$ cat src/flag_pkg.sv
/*
 flag_pkg: shared constants and types for the condition-code flag unit.
 assumes: included before every design file of the flag unit.
*/
package flag_pkg;

   localparam int DATA_W = 32;

   // ----------------------------------------------------------------
   // apb register map
   // ----------------------------------------------------------------
   localparam logic [7:0] FLAGS_OFF   = 8'h00;
   localparam logic [7:0] STATUS_OFF  = 8'h04;
   localparam logic [7:0] OPA_OFF     = 8'h08;
   localparam logic [7:0] OPB_OFF     = 8'h0c;
   localparam logic [7:0] EXT_OFF     = 8'h10;
   localparam logic [7:0] CMD_OFF     = 8'h14;
   localparam logic [7:0] RESULT_OFF  = 8'h18;
   localparam logic [7:0] CMP_OFF     = 8'h1c;
   localparam logic [7:0] UPD_OFF     = 8'h20;
   localparam logic [7:0] MEM_ADR_OFF = 8'h24;
   localparam logic [7:0] MEM_DAT_OFF = 8'h28;

   // flag positions inside flags_t
   localparam int C_BIT = 0;
   localparam int V_BIT = 1;
   localparam int Z_BIT = 2;
   localparam int N_BIT = 3;
   localparam int X_BIT = 4;
   localparam int FLAG_W = 5;
   localparam logic [FLAG_W-1:0] FLAGS_RESET = 5'h00;

   // command register fields
   localparam int CMD_OP_LSB   = 0;
   localparam int CMD_OP_W     = 4;
   localparam int CMD_SIZE_LSB = 4;
   localparam int CMD_SIZE_W   = 2;

   // memory model
   localparam int MEM_AW    = 4;
   localparam int TAS_BIT   = 7;

   typedef enum logic [CMD_SIZE_W-1:0] {
      SZ_BYTE = 2'h0,
      SZ_WORD = 2'h1,
      SZ_LONG = 2'h2
   } op_size_t;

   typedef enum logic [CMD_OP_W-1:0] {
      OP_ADD           = 4'h0,
      OP_SUB           = 4'h1,
      OP_CMP           = 4'h2,
      OP_AND           = 4'h3,
      OP_OR            = 4'h4,
      exclusive_or_op  = 4'h5,
      OP_MOVE          = 4'h6,
      clear_operand_op = 4'h7,
      sign_extend_op   = 4'h8,
      OP_NOT           = 4'h9,
      test_operand_op  = 4'ha,
      add_with_extend_op = 4'hb,
      decimal_add_op   = 4'hc,
      test_and_set_op  = 4'hd,
      OP_CAS           = 4'he,
      dual_compare_and_swap_op = 4'hf
   } op_code_t;

   typedef struct packed {
      logic x;
      logic n;
      logic z;
      logic v;
      logic c;
   } flags_t;

   typedef struct packed {
      logic [DATA_W-1:0] result;
      flags_t            flags;
   } alu_out_t;

   typedef struct packed {
      logic              req;
      logic              we;
      logic [MEM_AW-1:0] addr;
      logic [DATA_W-1:0] wdata;
   } mem_req_t;

endpackage

$ cat src/flag_alu.sv
/*
 flag_alu: combinational result and condition-flag computation.
 assumes: operands and old flags come from registers of the caller.
*/
`timescale 1ns/1ps
`default_nettype none
module flag_alu
   import flag_pkg::*;
(
   // operation
   input  wire op_code_t                 op_i,
   input  wire op_size_t                 size_i,
   // operands
   input  wire logic [flag_pkg::DATA_W-1:0] src_i,
   input  wire logic [flag_pkg::DATA_W-1:0] dst_i,
   input  wire flag_pkg::flags_t         flags_i,
   // answer
   output var  flag_pkg::alu_out_t       out_o
);
   import flag_pkg::*;

   function automatic logic msb(input logic [DATA_W-1:0] v,
                                input op_size_t s);
      unique case (s)
         SZ_BYTE: msb = v[7];
         SZ_WORD: msb = v[15];
         default: msb = v[DATA_W-1];
      endcase
   endfunction

   function automatic logic is_zero(input logic [DATA_W-1:0] v,
                                    input op_size_t s);
      unique case (s)
         SZ_BYTE: is_zero = (v[7:0] == 8'h00);
         SZ_WORD: is_zero = (v[15:0] == 16'h0000);
         default: is_zero = (v == 32'h0000_0000);
      endcase
   endfunction

   logic [DATA_W-1:0] r;
   logic [DATA_W-1:0] bcd;
   logic              sm;
   logic              dm;
   logic              rm;
   logic              dcarry;
   logic [4:0]        lo;
   logic [4:0]        hi;
   flags_t            f;

   always_comb begin
      r      = '0;
      bcd    = '0;
      lo     = '0;
      hi     = '0;
      dcarry = 1'b0;
      f      = flags_i;
      sm     = msb(src_i, size_i);
      dm     = msb(dst_i, size_i);
      unique case (op_i)
         OP_ADD:             r = dst_i + src_i;
         add_with_extend_op: r = dst_i + src_i + {31'h0, flags_i.x};
         OP_SUB, OP_CMP, OP_CAS, dual_compare_and_swap_op:
            r = dst_i - src_i;
         OP_AND:             r = dst_i & src_i;
         OP_OR:              r = dst_i | src_i;
         exclusive_or_op:    r = dst_i ^ src_i;
         OP_MOVE:            r = src_i;
         clear_operand_op:   r = '0;
         sign_extend_op:
            r = (size_i == SZ_WORD) ? {{24{dst_i[7]}}, dst_i[7:0]}
                                    : {{16{dst_i[15]}}, dst_i[15:0]};
         OP_NOT:             r = ~dst_i;
         test_operand_op:    r = dst_i;
         test_and_set_op:    r = dst_i | 32'h0000_0080;
         decimal_add_op: begin
            lo = {1'b0, dst_i[3:0]} + {1'b0, src_i[3:0]}
               + {4'h0, flags_i.x};
            if (lo > 5'h09)
               lo = lo + 5'h06;
            hi = {1'b0, dst_i[7:4]} + {1'b0, src_i[7:4]}
               + {4'h0, lo[4]};
            if (hi > 5'h09) begin
               hi = hi + 5'h06;
               dcarry = 1'b1;
            end
            bcd = {dst_i[31:8], hi[3:0], lo[3:0]};
            r   = bcd;
         end
         default: r = dst_i;
      endcase
      rm = msb(r, size_i);

      // one flag recipe per op class, same for every size and instance
      unique case (op_i)
         OP_ADD, add_with_extend_op: begin
            f.n = rm;
            f.v = (sm & dm & ~rm) | (~sm & ~dm & rm);
            f.c = (sm & dm) | (~rm & dm) | (sm & ~rm);
            f.x = f.c;
            if (op_i == OP_ADD)
               f.z = is_zero(r, size_i);
            else if (!is_zero(r, size_i))
               f.z = 1'b0;
         end
         OP_SUB: begin
            f.n = rm;
            f.z = is_zero(r, size_i);
            f.v = (~sm & dm & ~rm) | (sm & ~dm & rm);
            f.c = (sm & ~dm) | (rm & ~dm) | (sm & rm);
            f.x = f.c;
         end
         OP_CMP, OP_CAS, dual_compare_and_swap_op: begin
            f.n = rm;
            f.z = is_zero(r, size_i);
            f.v = (~sm & dm & ~rm) | (sm & ~dm & rm);
            f.c = (sm & ~dm) | (rm & ~dm) | (sm & rm);
         end
         decimal_add_op: begin
            f.c = dcarry;
            f.x = dcarry;
            if (bcd[7:0] != 8'h00)
               f.z = 1'b0;
         end
         test_and_set_op: begin
            f.n = dm;
            f.z = is_zero(dst_i, size_i);
            f.v = 1'b0;
            f.c = 1'b0;
         end
         default: begin
            f.n = rm;
            f.z = is_zero(r, size_i);
            f.v = 1'b0;
            f.c = 1'b0;
         end
      endcase
      out_o.result = r;
      out_o.flags  = f;
   end

endmodule
`default_nettype wire

$ cat src/flag_mem.sv
/*
 flag_mem: small word memory acting as the destination operand store.
 assumes: single clock, one access per cycle, registered read data.
*/
`timescale 1ns/1ps
`default_nettype none
module flag_mem
   import flag_pkg::*;
#(
   parameter int AW = flag_pkg::MEM_AW
)(
   // clock
   input  wire logic                        clk_i,
   // access
   input  wire flag_pkg::mem_req_t          req_i,
   output logic [flag_pkg::DATA_W-1:0]      rdata_o
);
   import flag_pkg::*;

   logic [DATA_W-1:0] store [0:(1<<AW)-1];

   always_ff @(posedge clk_i) begin
      if (req_i.req && req_i.we)
         store[req_i.addr[AW-1:0]] <= req_i.wdata;
      rdata_o <= store[req_i.addr[AW-1:0]];
   end

endmodule
`default_nettype wire

$ cat src/flag_unit.sv
/*
 flag_unit: condition-code flag unit with apb register access.
 holds the flag register, operand registers and an atomic
 read-modify-write sequencer over a private operand memory.
 assumes: apb master on clk_i, synchronous active-high reset.
*/
`timescale 1ns/1ps
`default_nettype none
module flag_unit
   import flag_pkg::*;
(
   // clock and reset
   input  wire logic                        clk_i,
   input  wire logic                        rst_i,
   // apb slave
   input  wire logic                        psel_i,
   input  wire logic                        penable_i,
   input  wire logic                        pwrite_i,
   input  wire logic [7:0]                  paddr_i,
   input  wire logic [flag_pkg::DATA_W-1:0] pwdata_i,
   output logic [flag_pkg::DATA_W-1:0]      prdata_o,
   output logic                             pready_o,
   output logic                             pslverr_o,
   // flag state for the condition logic, and the sequence bus lock
   output logic [flag_pkg::FLAG_W-1:0]      flags_o,
   output logic                             bus_lock_o
);
   import flag_pkg::*;

   typedef enum logic [2:0] {
      ST_IDLE,
      ST_READ,
      ST_WAIT,
      ST_MODIFY,
      ST_SECOND
   } seq_t;

   typedef struct packed {
      flags_t            flags;
      logic [DATA_W-1:0] opa;
      logic [DATA_W-1:0] opb;
      logic [DATA_W-1:0] opa2;
      logic [DATA_W-1:0] result;
      logic [DATA_W-1:0] cmp;
      logic [DATA_W-1:0] upd;
      logic [DATA_W-1:0] mem_dat;
      logic [MEM_AW-1:0] mem_adr;
      op_code_t          op;
      op_size_t          size;
      logic              second;
      logic              equal1;
      logic [DATA_W-1:0] old1;
      seq_t              seq;
      logic              busy;
      logic              done;
      logic [DATA_W-1:0] rdata;
      logic              ready;
      logic              err;
   } state_t;

   state_t   state_reg;
   state_t   state_next;
   alu_out_t alu;
   mem_req_t mreq;
   logic [DATA_W-1:0] mem_q;
   logic [DATA_W-1:0] alu_src;
   logic [DATA_W-1:0] alu_dst;
   logic              access;
   logic              is_rmw;

   // ----------------------------------------------------------------
   // datapath
   // ----------------------------------------------------------------
   always_comb begin
      alu_src = state_reg.opb;
      alu_dst = state_reg.opa;
      if (state_reg.seq == ST_MODIFY) begin
         alu_src = state_reg.cmp;
         alu_dst = mem_q;
      end
      if (state_reg.seq == ST_MODIFY && state_reg.second)
         alu_src = state_reg.opa2;
      if (state_reg.seq == ST_MODIFY && state_reg.op == test_and_set_op)
         alu_src = '0;
   end

   flag_alu u_alu (
      .op_i    (state_reg.op),
      .size_i  (state_reg.size),
      .src_i   (alu_src),
      .dst_i   (alu_dst),
      .flags_i (state_reg.flags),
      .out_o   (alu)
   );

   flag_mem #(
      .AW (MEM_AW)
   ) u_mem (
      .clk_i   (clk_i),
      .req_i   (mreq),
      .rdata_o (mem_q)
   );

   assign access = psel_i && penable_i && !state_reg.ready;
   assign is_rmw = (state_reg.op == test_and_set_op) ||
                   (state_reg.op == OP_CAS) ||
                   (state_reg.op == dual_compare_and_swap_op);

   // ----------------------------------------------------------------
   // next state
   // ----------------------------------------------------------------
   always_comb begin
      state_next       = state_reg;
      state_next.ready = 1'b0;
      state_next.err   = 1'b0;
      state_next.done  = 1'b0;
      mreq             = '0;
      mreq.addr        = state_reg.mem_adr;
      mreq.wdata       = state_reg.mem_dat;

      // apb access, one wait state; writes stalled while a sequence runs, reads answered
      if (access && !(pwrite_i && state_reg.busy)) begin
         state_next.ready = 1'b1;
         state_next.rdata = '0;
         if (pwrite_i) begin
            unique case (paddr_i)
               FLAGS_OFF: state_next.flags = pwdata_i[FLAG_W-1:0];
               OPA_OFF:   state_next.opa   = pwdata_i;
               OPB_OFF:   state_next.opb   = pwdata_i;
               EXT_OFF:   state_next.opa2  = pwdata_i;
               CMP_OFF:   state_next.cmp   = pwdata_i;
               UPD_OFF:   state_next.upd   = pwdata_i;
               MEM_ADR_OFF:
                  state_next.mem_adr = pwdata_i[MEM_AW-1:0];
               MEM_DAT_OFF: begin
                  state_next.mem_dat = pwdata_i;
                  mreq.wdata = pwdata_i;
                  mreq.req  = 1'b1;
                  mreq.we   = 1'b1;
               end
               CMD_OFF: begin
                  state_next.op   = op_code_t'(
                     pwdata_i[CMD_OP_LSB +: CMD_OP_W]);
                  state_next.size = op_size_t'(
                     pwdata_i[CMD_SIZE_LSB +: CMD_SIZE_W]);
                  state_next.busy = 1'b1;
                  state_next.second = 1'b0;
               end
               default: state_next.err = 1'b1;
            endcase
         end else begin
            unique case (paddr_i)
               FLAGS_OFF:  state_next.rdata = {27'h0, state_reg.flags};
               STATUS_OFF: state_next.rdata = {30'h0, state_reg.equal1,
                                               state_reg.busy};
               OPA_OFF:    state_next.rdata = state_reg.opa;
               OPB_OFF:    state_next.rdata = state_reg.opb;
               EXT_OFF:    state_next.rdata = state_reg.opa2;
               RESULT_OFF: state_next.rdata = state_reg.result;
               CMP_OFF:    state_next.rdata = state_reg.cmp;
               UPD_OFF:    state_next.rdata = state_reg.upd;
               MEM_ADR_OFF:
                  state_next.rdata = {28'h0, state_reg.mem_adr};
               MEM_DAT_OFF: state_next.rdata = mem_q;
               default:    state_next.err = 1'b1;
            endcase
         end
      end

      // ----------------------------------------------------------------
      // operation sequencer
      // ----------------------------------------------------------------
      unique case (state_reg.seq)
         ST_IDLE: begin
            if (state_reg.busy) begin
               if (is_rmw) begin
                  state_next.seq = ST_READ;
               end else begin
                  state_next.flags  = alu.flags;
                  state_next.result = alu.result;
                  state_next.opa    = alu.result;
                  if (state_reg.op == OP_CMP)
                     state_next.opa = state_reg.opa;
                  state_next.busy = 1'b0;
               end
            end
         end
         ST_READ: begin
            state_next.seq = ST_WAIT;
         end
         ST_WAIT: begin
            state_next.seq = ST_MODIFY;
         end
         ST_MODIFY: begin
            state_next.flags  = alu.flags;
            state_next.result = alu.result;
            mreq.req = 1'b1;
            if (state_reg.op == test_and_set_op) begin
               mreq.we    = 1'b1;
               mreq.wdata = {mem_q[DATA_W-1:8], alu.result[7:0]};
               state_next.busy = 1'b0;
               state_next.seq  = ST_IDLE;
            end else if (state_reg.op == OP_CAS || state_reg.second) begin
               if (alu.flags.z && (state_reg.op == OP_CAS ||
                                   state_reg.equal1)) begin
                  mreq.we    = 1'b1;
                  mreq.wdata = state_reg.upd;
                  if (state_reg.second) begin
                     mreq.addr  = state_reg.mem_adr;
                     mreq.wdata = state_reg.opb;
                     state_next.mem_dat = state_reg.opb;
                  end
               end else begin
                  // dual swap: compare register gets the first old word
                  state_next.cmp = state_reg.second ? state_reg.old1
                                                    : mem_q;
               end
               if (state_reg.second && state_reg.equal1 && alu.flags.z)
                  state_next.seq = ST_SECOND;
               else begin
                  state_next.seq  = ST_IDLE;
                  state_next.busy = 1'b0;
               end
            end else begin
               state_next.equal1  = alu.flags.z;
               state_next.old1    = mem_q;
               state_next.second  = 1'b1;
               state_next.mem_adr = state_reg.mem_adr + 4'h1;
               mreq.addr = state_reg.mem_adr + 4'h1;
               state_next.seq = ST_WAIT;
            end
         end
         ST_SECOND: begin
            // dual swap: both matched, store first update word too
            mreq.req   = 1'b1;
            mreq.we    = 1'b1;
            mreq.addr  = state_reg.mem_adr - 4'h1;
            mreq.wdata = state_reg.upd;
            state_next.seq  = ST_IDLE;
            state_next.busy = 1'b0;
         end
         default: state_next.seq = ST_IDLE;
      endcase
      if (state_reg.seq == ST_MODIFY && state_reg.second &&
          !(state_reg.equal1 && alu.flags.z))
         state_next.opa2 = mem_q;
      if (state_reg.seq == ST_READ)
         mreq.addr = state_reg.mem_adr;
      if (state_reg.seq == ST_IDLE && state_reg.busy && is_rmw)
         state_next.equal1 = 1'b0;
   end

   // ----------------------------------------------------------------
   // state register
   // ----------------------------------------------------------------
   always_ff @(posedge clk_i) begin
      if (rst_i) begin
         state_reg       <= '0;
         state_reg.flags <= FLAGS_RESET;
         state_reg.seq   <= ST_IDLE;
      end else begin
         state_reg <= state_next;
      end
   end

   assign prdata_o   = state_reg.rdata;
   assign pready_o   = state_reg.ready;
   assign pslverr_o  = state_reg.err;
   assign flags_o    = state_reg.flags;
   assign bus_lock_o = state_reg.seq != ST_IDLE;

endmodule
`default_nettype wire

$ cat config.mk
export PLATFORM = sky130hd
export DESIGN_NAME = flag_unit
export DESIGN_NICKNAME = d
export VERILOG_FILES = /design/src/flag_pkg.sv /design/src/flag_alu.sv /design/src/flag_mem.sv /design/src/flag_unit.sv
export SDC_FILE = /design/constraint.sdc
export NUM_CORES = 2
export LEC_CHECK = 0
export BUFFER_PORTS_ARGS = -buffer_cell sky130_fd_sc_hd__buf_4
export CAP_MARGIN = 10
export CELL_PAD_IN_SITES_DETAIL_PLACEMENT = 1
export CELL_PAD_IN_SITES_GLOBAL_PLACEMENT = 2
export CORE_MARGIN = 3
export CORE_UTILIZATION = 39
export DETAILED_ROUTE_END_ITERATION = 10
export PLACE_DENSITY_LB_ADDON = 0.08
export SKIP_CTS_REPAIR_TIMING = 1
export SKIP_LAST_GASP = 1
export SYNTH_ARGS = -nofsm -noshare
export SYNTH_HDL_FRONTEND = slang
export SYNTH_SLANG_ARGS = --single-unit
$ cat constraint.sdc
create_clock -name clk_i -period 11.3 [get_ports clk_i]
set_input_delay 0.565 -clock clk_i [delete_from_list [all_inputs] [get_ports clk_i]]
set_output_delay 0.565 -clock clk_i [all_outputs]
set_load 0.02 [all_outputs]
==> run_results.csv <==
group,metric,value,unit
yosys,synth.avg_cell_area,10.5,um2
die,ios,85,
die,dieHeight,349,um
clock_network,cts-root-buf,"clkbuf_16",
worst_setup_path,crit_path_start_kind,"register",
route,routed_wl,174,mm
die,die_w,349,um
grt,antenna_found_initial,5,
yosys,synth_edf_count,512,
worst_setup_path,r2r_cells,27,
route,drc,0,
yosys,synth-main-ff-cell,"edfxtp_1",
clock_network,cts_tree,"yes",
worst_setup_path,crit_required,11.59,ns
timing,rsz0062_at_grt,"false",
worst_setup_path,r2r-end,"u_mem.store[13][6]$_DFFE_PP_",
timing,drv_slew,0,
clock_network,cts_buffer_depth,3,
grt,grtUsageTotal,0.280,
yosys,synth.net_count,4549,
worst_setup_path,crit_type,"register to register",
power_and_ir_drop,pwr-share-clk,0.488,
timing,clock.fmax,99.6,MHz
worst_hold_path,worstHoldPathType,"primary input to register",
clock_network,numCtsBuffers,90,
die,core_area,117000,um2
power_and_ir_drop,switching_share,0.209,
die,initial_utilization,0.394,
die,dieArea,122000,um2
finish,drive_gt1_frac,0.158,
finish,mostFrequentLayoutCells,"512 x edfxtp_1, 450 x nand2_1, 369 x a21oi_1",
power_and_ir_drop,p_int,0.00518,W
timing,fin_tns_setup,0,ns
clock_network,clock-sinks,855,
power_and_ir_drop,cellLeakagePower,18.0,nW
worst_setup_path,cp_slowest_stage_delay,0.95,ns
place,placed_cell_area,48300,um2
grt,grt_pass1_vias,37100,
grt,grt.overflow.total,0,
route,final_antenna_net_count,0,
grt,grt_pass1_wl,259,mm
place,dpl.hpwl,122,mm
yosys,seq_area_frac_synth,0.483,
yosys,synth_cell_types,100,
power_and_ir_drop,seq_power_share,0.499,
power_and_ir_drop,power.density,127,nW/um2
die,num_rows,125,
yosys,ys_warn_count,0,
worst_setup_path,r2r_start,"state_reg[37]$_SDFFE_PP0P_",
worst_setup_path,arrival,10.34,ns
worst_hold_path,worstHoldPathCells,3,
yosys,synth_seq_cells,855,
timing,fin_skew,0.0276,ns
route,wl_per_cell,29.4,um
finish,largest_register_ffs,512,
finish,layout_commonest_cell,"edfxtp_1",
power_and_ir_drop,pwr-share-comb,0.013,
timing,slew_headroom,0.0969,
clock_network,cts_htree_levels,3,
run,timing.max_cap.violations,0,
timing,hold_viol,0,
timing,layout_min_cycle_time,10.04,ns
worst_hold_path,min_from,"pwdata_i[15]",
worst_setup_path,critPathSlowestCell,"o211ai_1",
route,dr.pass1.iters,7,
finish,syn2layout_area_growth,11.9,%
worst_setup_path,cp_max_fo,34,
finish,fin_nets,4482,
finish,num-fill-cells,12600,
route,via_per_inst,6.21,
place,place_congestion,0.879,
timing,tightest_slew,1.33,ns
timing,period_share,0.889,
place,portBuffers,84,
worst_setup_path,rrSetupSlack,1.26,ns
worst_setup_path,cp-end-kind,"register",
finish,stdcell_area,51500,um2
worst_setup_path,crit_top_cell,"inv_1",
worst_hold_path,min_to,"state_reg[130]$_SDFFE_PP0P_",
yosys,ys_async_sr_fraction,0,
grt,grt_max_degree,174,
run_status,status,"completed",
clock_network,clkLatencyLatePin,0.66,ns
yosys,syn-instance-count,4395,
power_and_ir_drop,vdd_drop_max,0.133,mV
yosys,syn_area,46000,um2
clock_network,path_clk_slew,0.06,ns
route,vias,36800,
route,drt_iter0_markers,3513,
timing,setup_violations,0,
power_and_ir_drop,netSwitchingPower,0.00137,W
==> per-layer routing <==
layer / vias to the layer above / global-route usage / routed length, um
li1: 16500 / - / -
met1: 19000 / 0.397 / 79200
met2: 1061 / 0.457 / 81400
met3: 219 / 0.0294 / 9190
met4: 2 / 0.0772 / 4550
met5: - / 0 / 10
==> power by group through the flow <==
stage / clock [W] / sequential (W) / combinational [W]
after floorplan: 0 / 0.00333 / 0.0000388
after global placement: 0 / 0.00333 / 0.0000868
after detailed placement: 0 / 0.00333 / 0.0000866
after CTS: 0.00326 / 0.00327 / 0.0000870
after global routing: 0.00338 / 0.00327 / 0.0000930
final: 0.00319 / 0.00327 / 0.0000878
==> worst max path at each step <==
stage               cells past startpoint                        from  slack (ns)                            to
CTS                                    27  state_reg[37]$_SDFFE_PP0P_        1.22  u_mem.store[13][6]$_DFFE_PP_
global placement                       27  state_reg[36]$_SDFFE_PP0P_        1.65  u_mem.store[12][6]$_DFFE_PP_
finish                                 27  state_reg[37]$_SDFFE_PP0P_        1.26  u_mem.store[13][6]$_DFFE_PP_
detailed placement                     27  state_reg[37]$_SDFFE_PP0P_        1.28  u_mem.store[12][6]$_DFFE_PP_
floorplan                              36  state_reg[38]$_SDFFE_PP0P_        0.81  u_mem.store[10][0]$_DFFE_PP_
global route                           27  state_reg[37]$_SDFFE_PP0P_        0.26  u_mem.store[13][6]$_DFFE_PP_
==> area by class of cell <==
class	count	area (um2)	area share
flip-flops and latches	855	22200	0.432
multi-input cells	3048	22000	0.427
clock buffers	117	2490	0.0485
well taps	1524	1910	0.0370
repair buffers	222	1710	0.0332
clock inverters	52	711	0.0138
inverters	111	417	0.00809
diodes	2	5.00	0.0000972
==> synth_stat cells (all sizes together) (27+ instances only) <==
library cell	count	area, um2
or4	40	304
a22oi	75	568
o211ai	27	203
a21o	27	203
a211oi	99	748
nor2	339	1270
nand2	455	1710
a21oi	373	1870
nor2b	55	344
o21ai	123	616
xnor2	36	334
o22ai	46	288
a31oi	88	551
nor3	139	706
dfxtp	343	6870
edfxtp	512	15400
buf	109	644
a221oi	53	477
clkbuf	272	1020
a311oi	37	330
inv	110	413
a222oi	34	340
mux2i	177	1770
nand3	74	370
ha	103	1290
and2	55	344
mux4	128	2880
mux2	110	1240
==> through the flow <==
stage / hold WS (ns) / power [W] / worst slack (ns) / util / std cells
6_report: 0.195 / 0.00655 / 1.26 / 0.441 / 5931
3_5_place_dp: 0.446 / 0.00342 / 1.28 / 0.414 / 5760
2_1_floorplan: 0.431 / 0.00337 / 0.811 / - / 4395
5_1_grt: 0.193 / 0.00674 / 0.264 / 0.441 / 5929
4_1_cts: 0.163 / 0.00661 / 1.22 / 0.441 / 5929
3_3_place_gp: 0.441 / 0.00342 / 1.65 / 0.414 / 5760
==> kinds of logic after synthesis <==
group,share of synthesized area
xor gates and xnor gates,0.00974
AOI/OAI and AO/OA,0.168
and+or+nand+nor,0.135
adders and majority gates,0.0306
DFF,0.483
muxes,0.128
buffers and inverters,0.0453
==> worst max-delay path: cells and delay by family (launching register included) <==
kind            cells  cell delay, ns
compound gates      7            2.39
xor+xnor            2            0.63
fa+ha+maj           4            1.53
buf+inv             3            0.43
flops               1            0.46
mux                 2            0.85
simple gates        9            3.34
(Power assumes the default switching activity.)
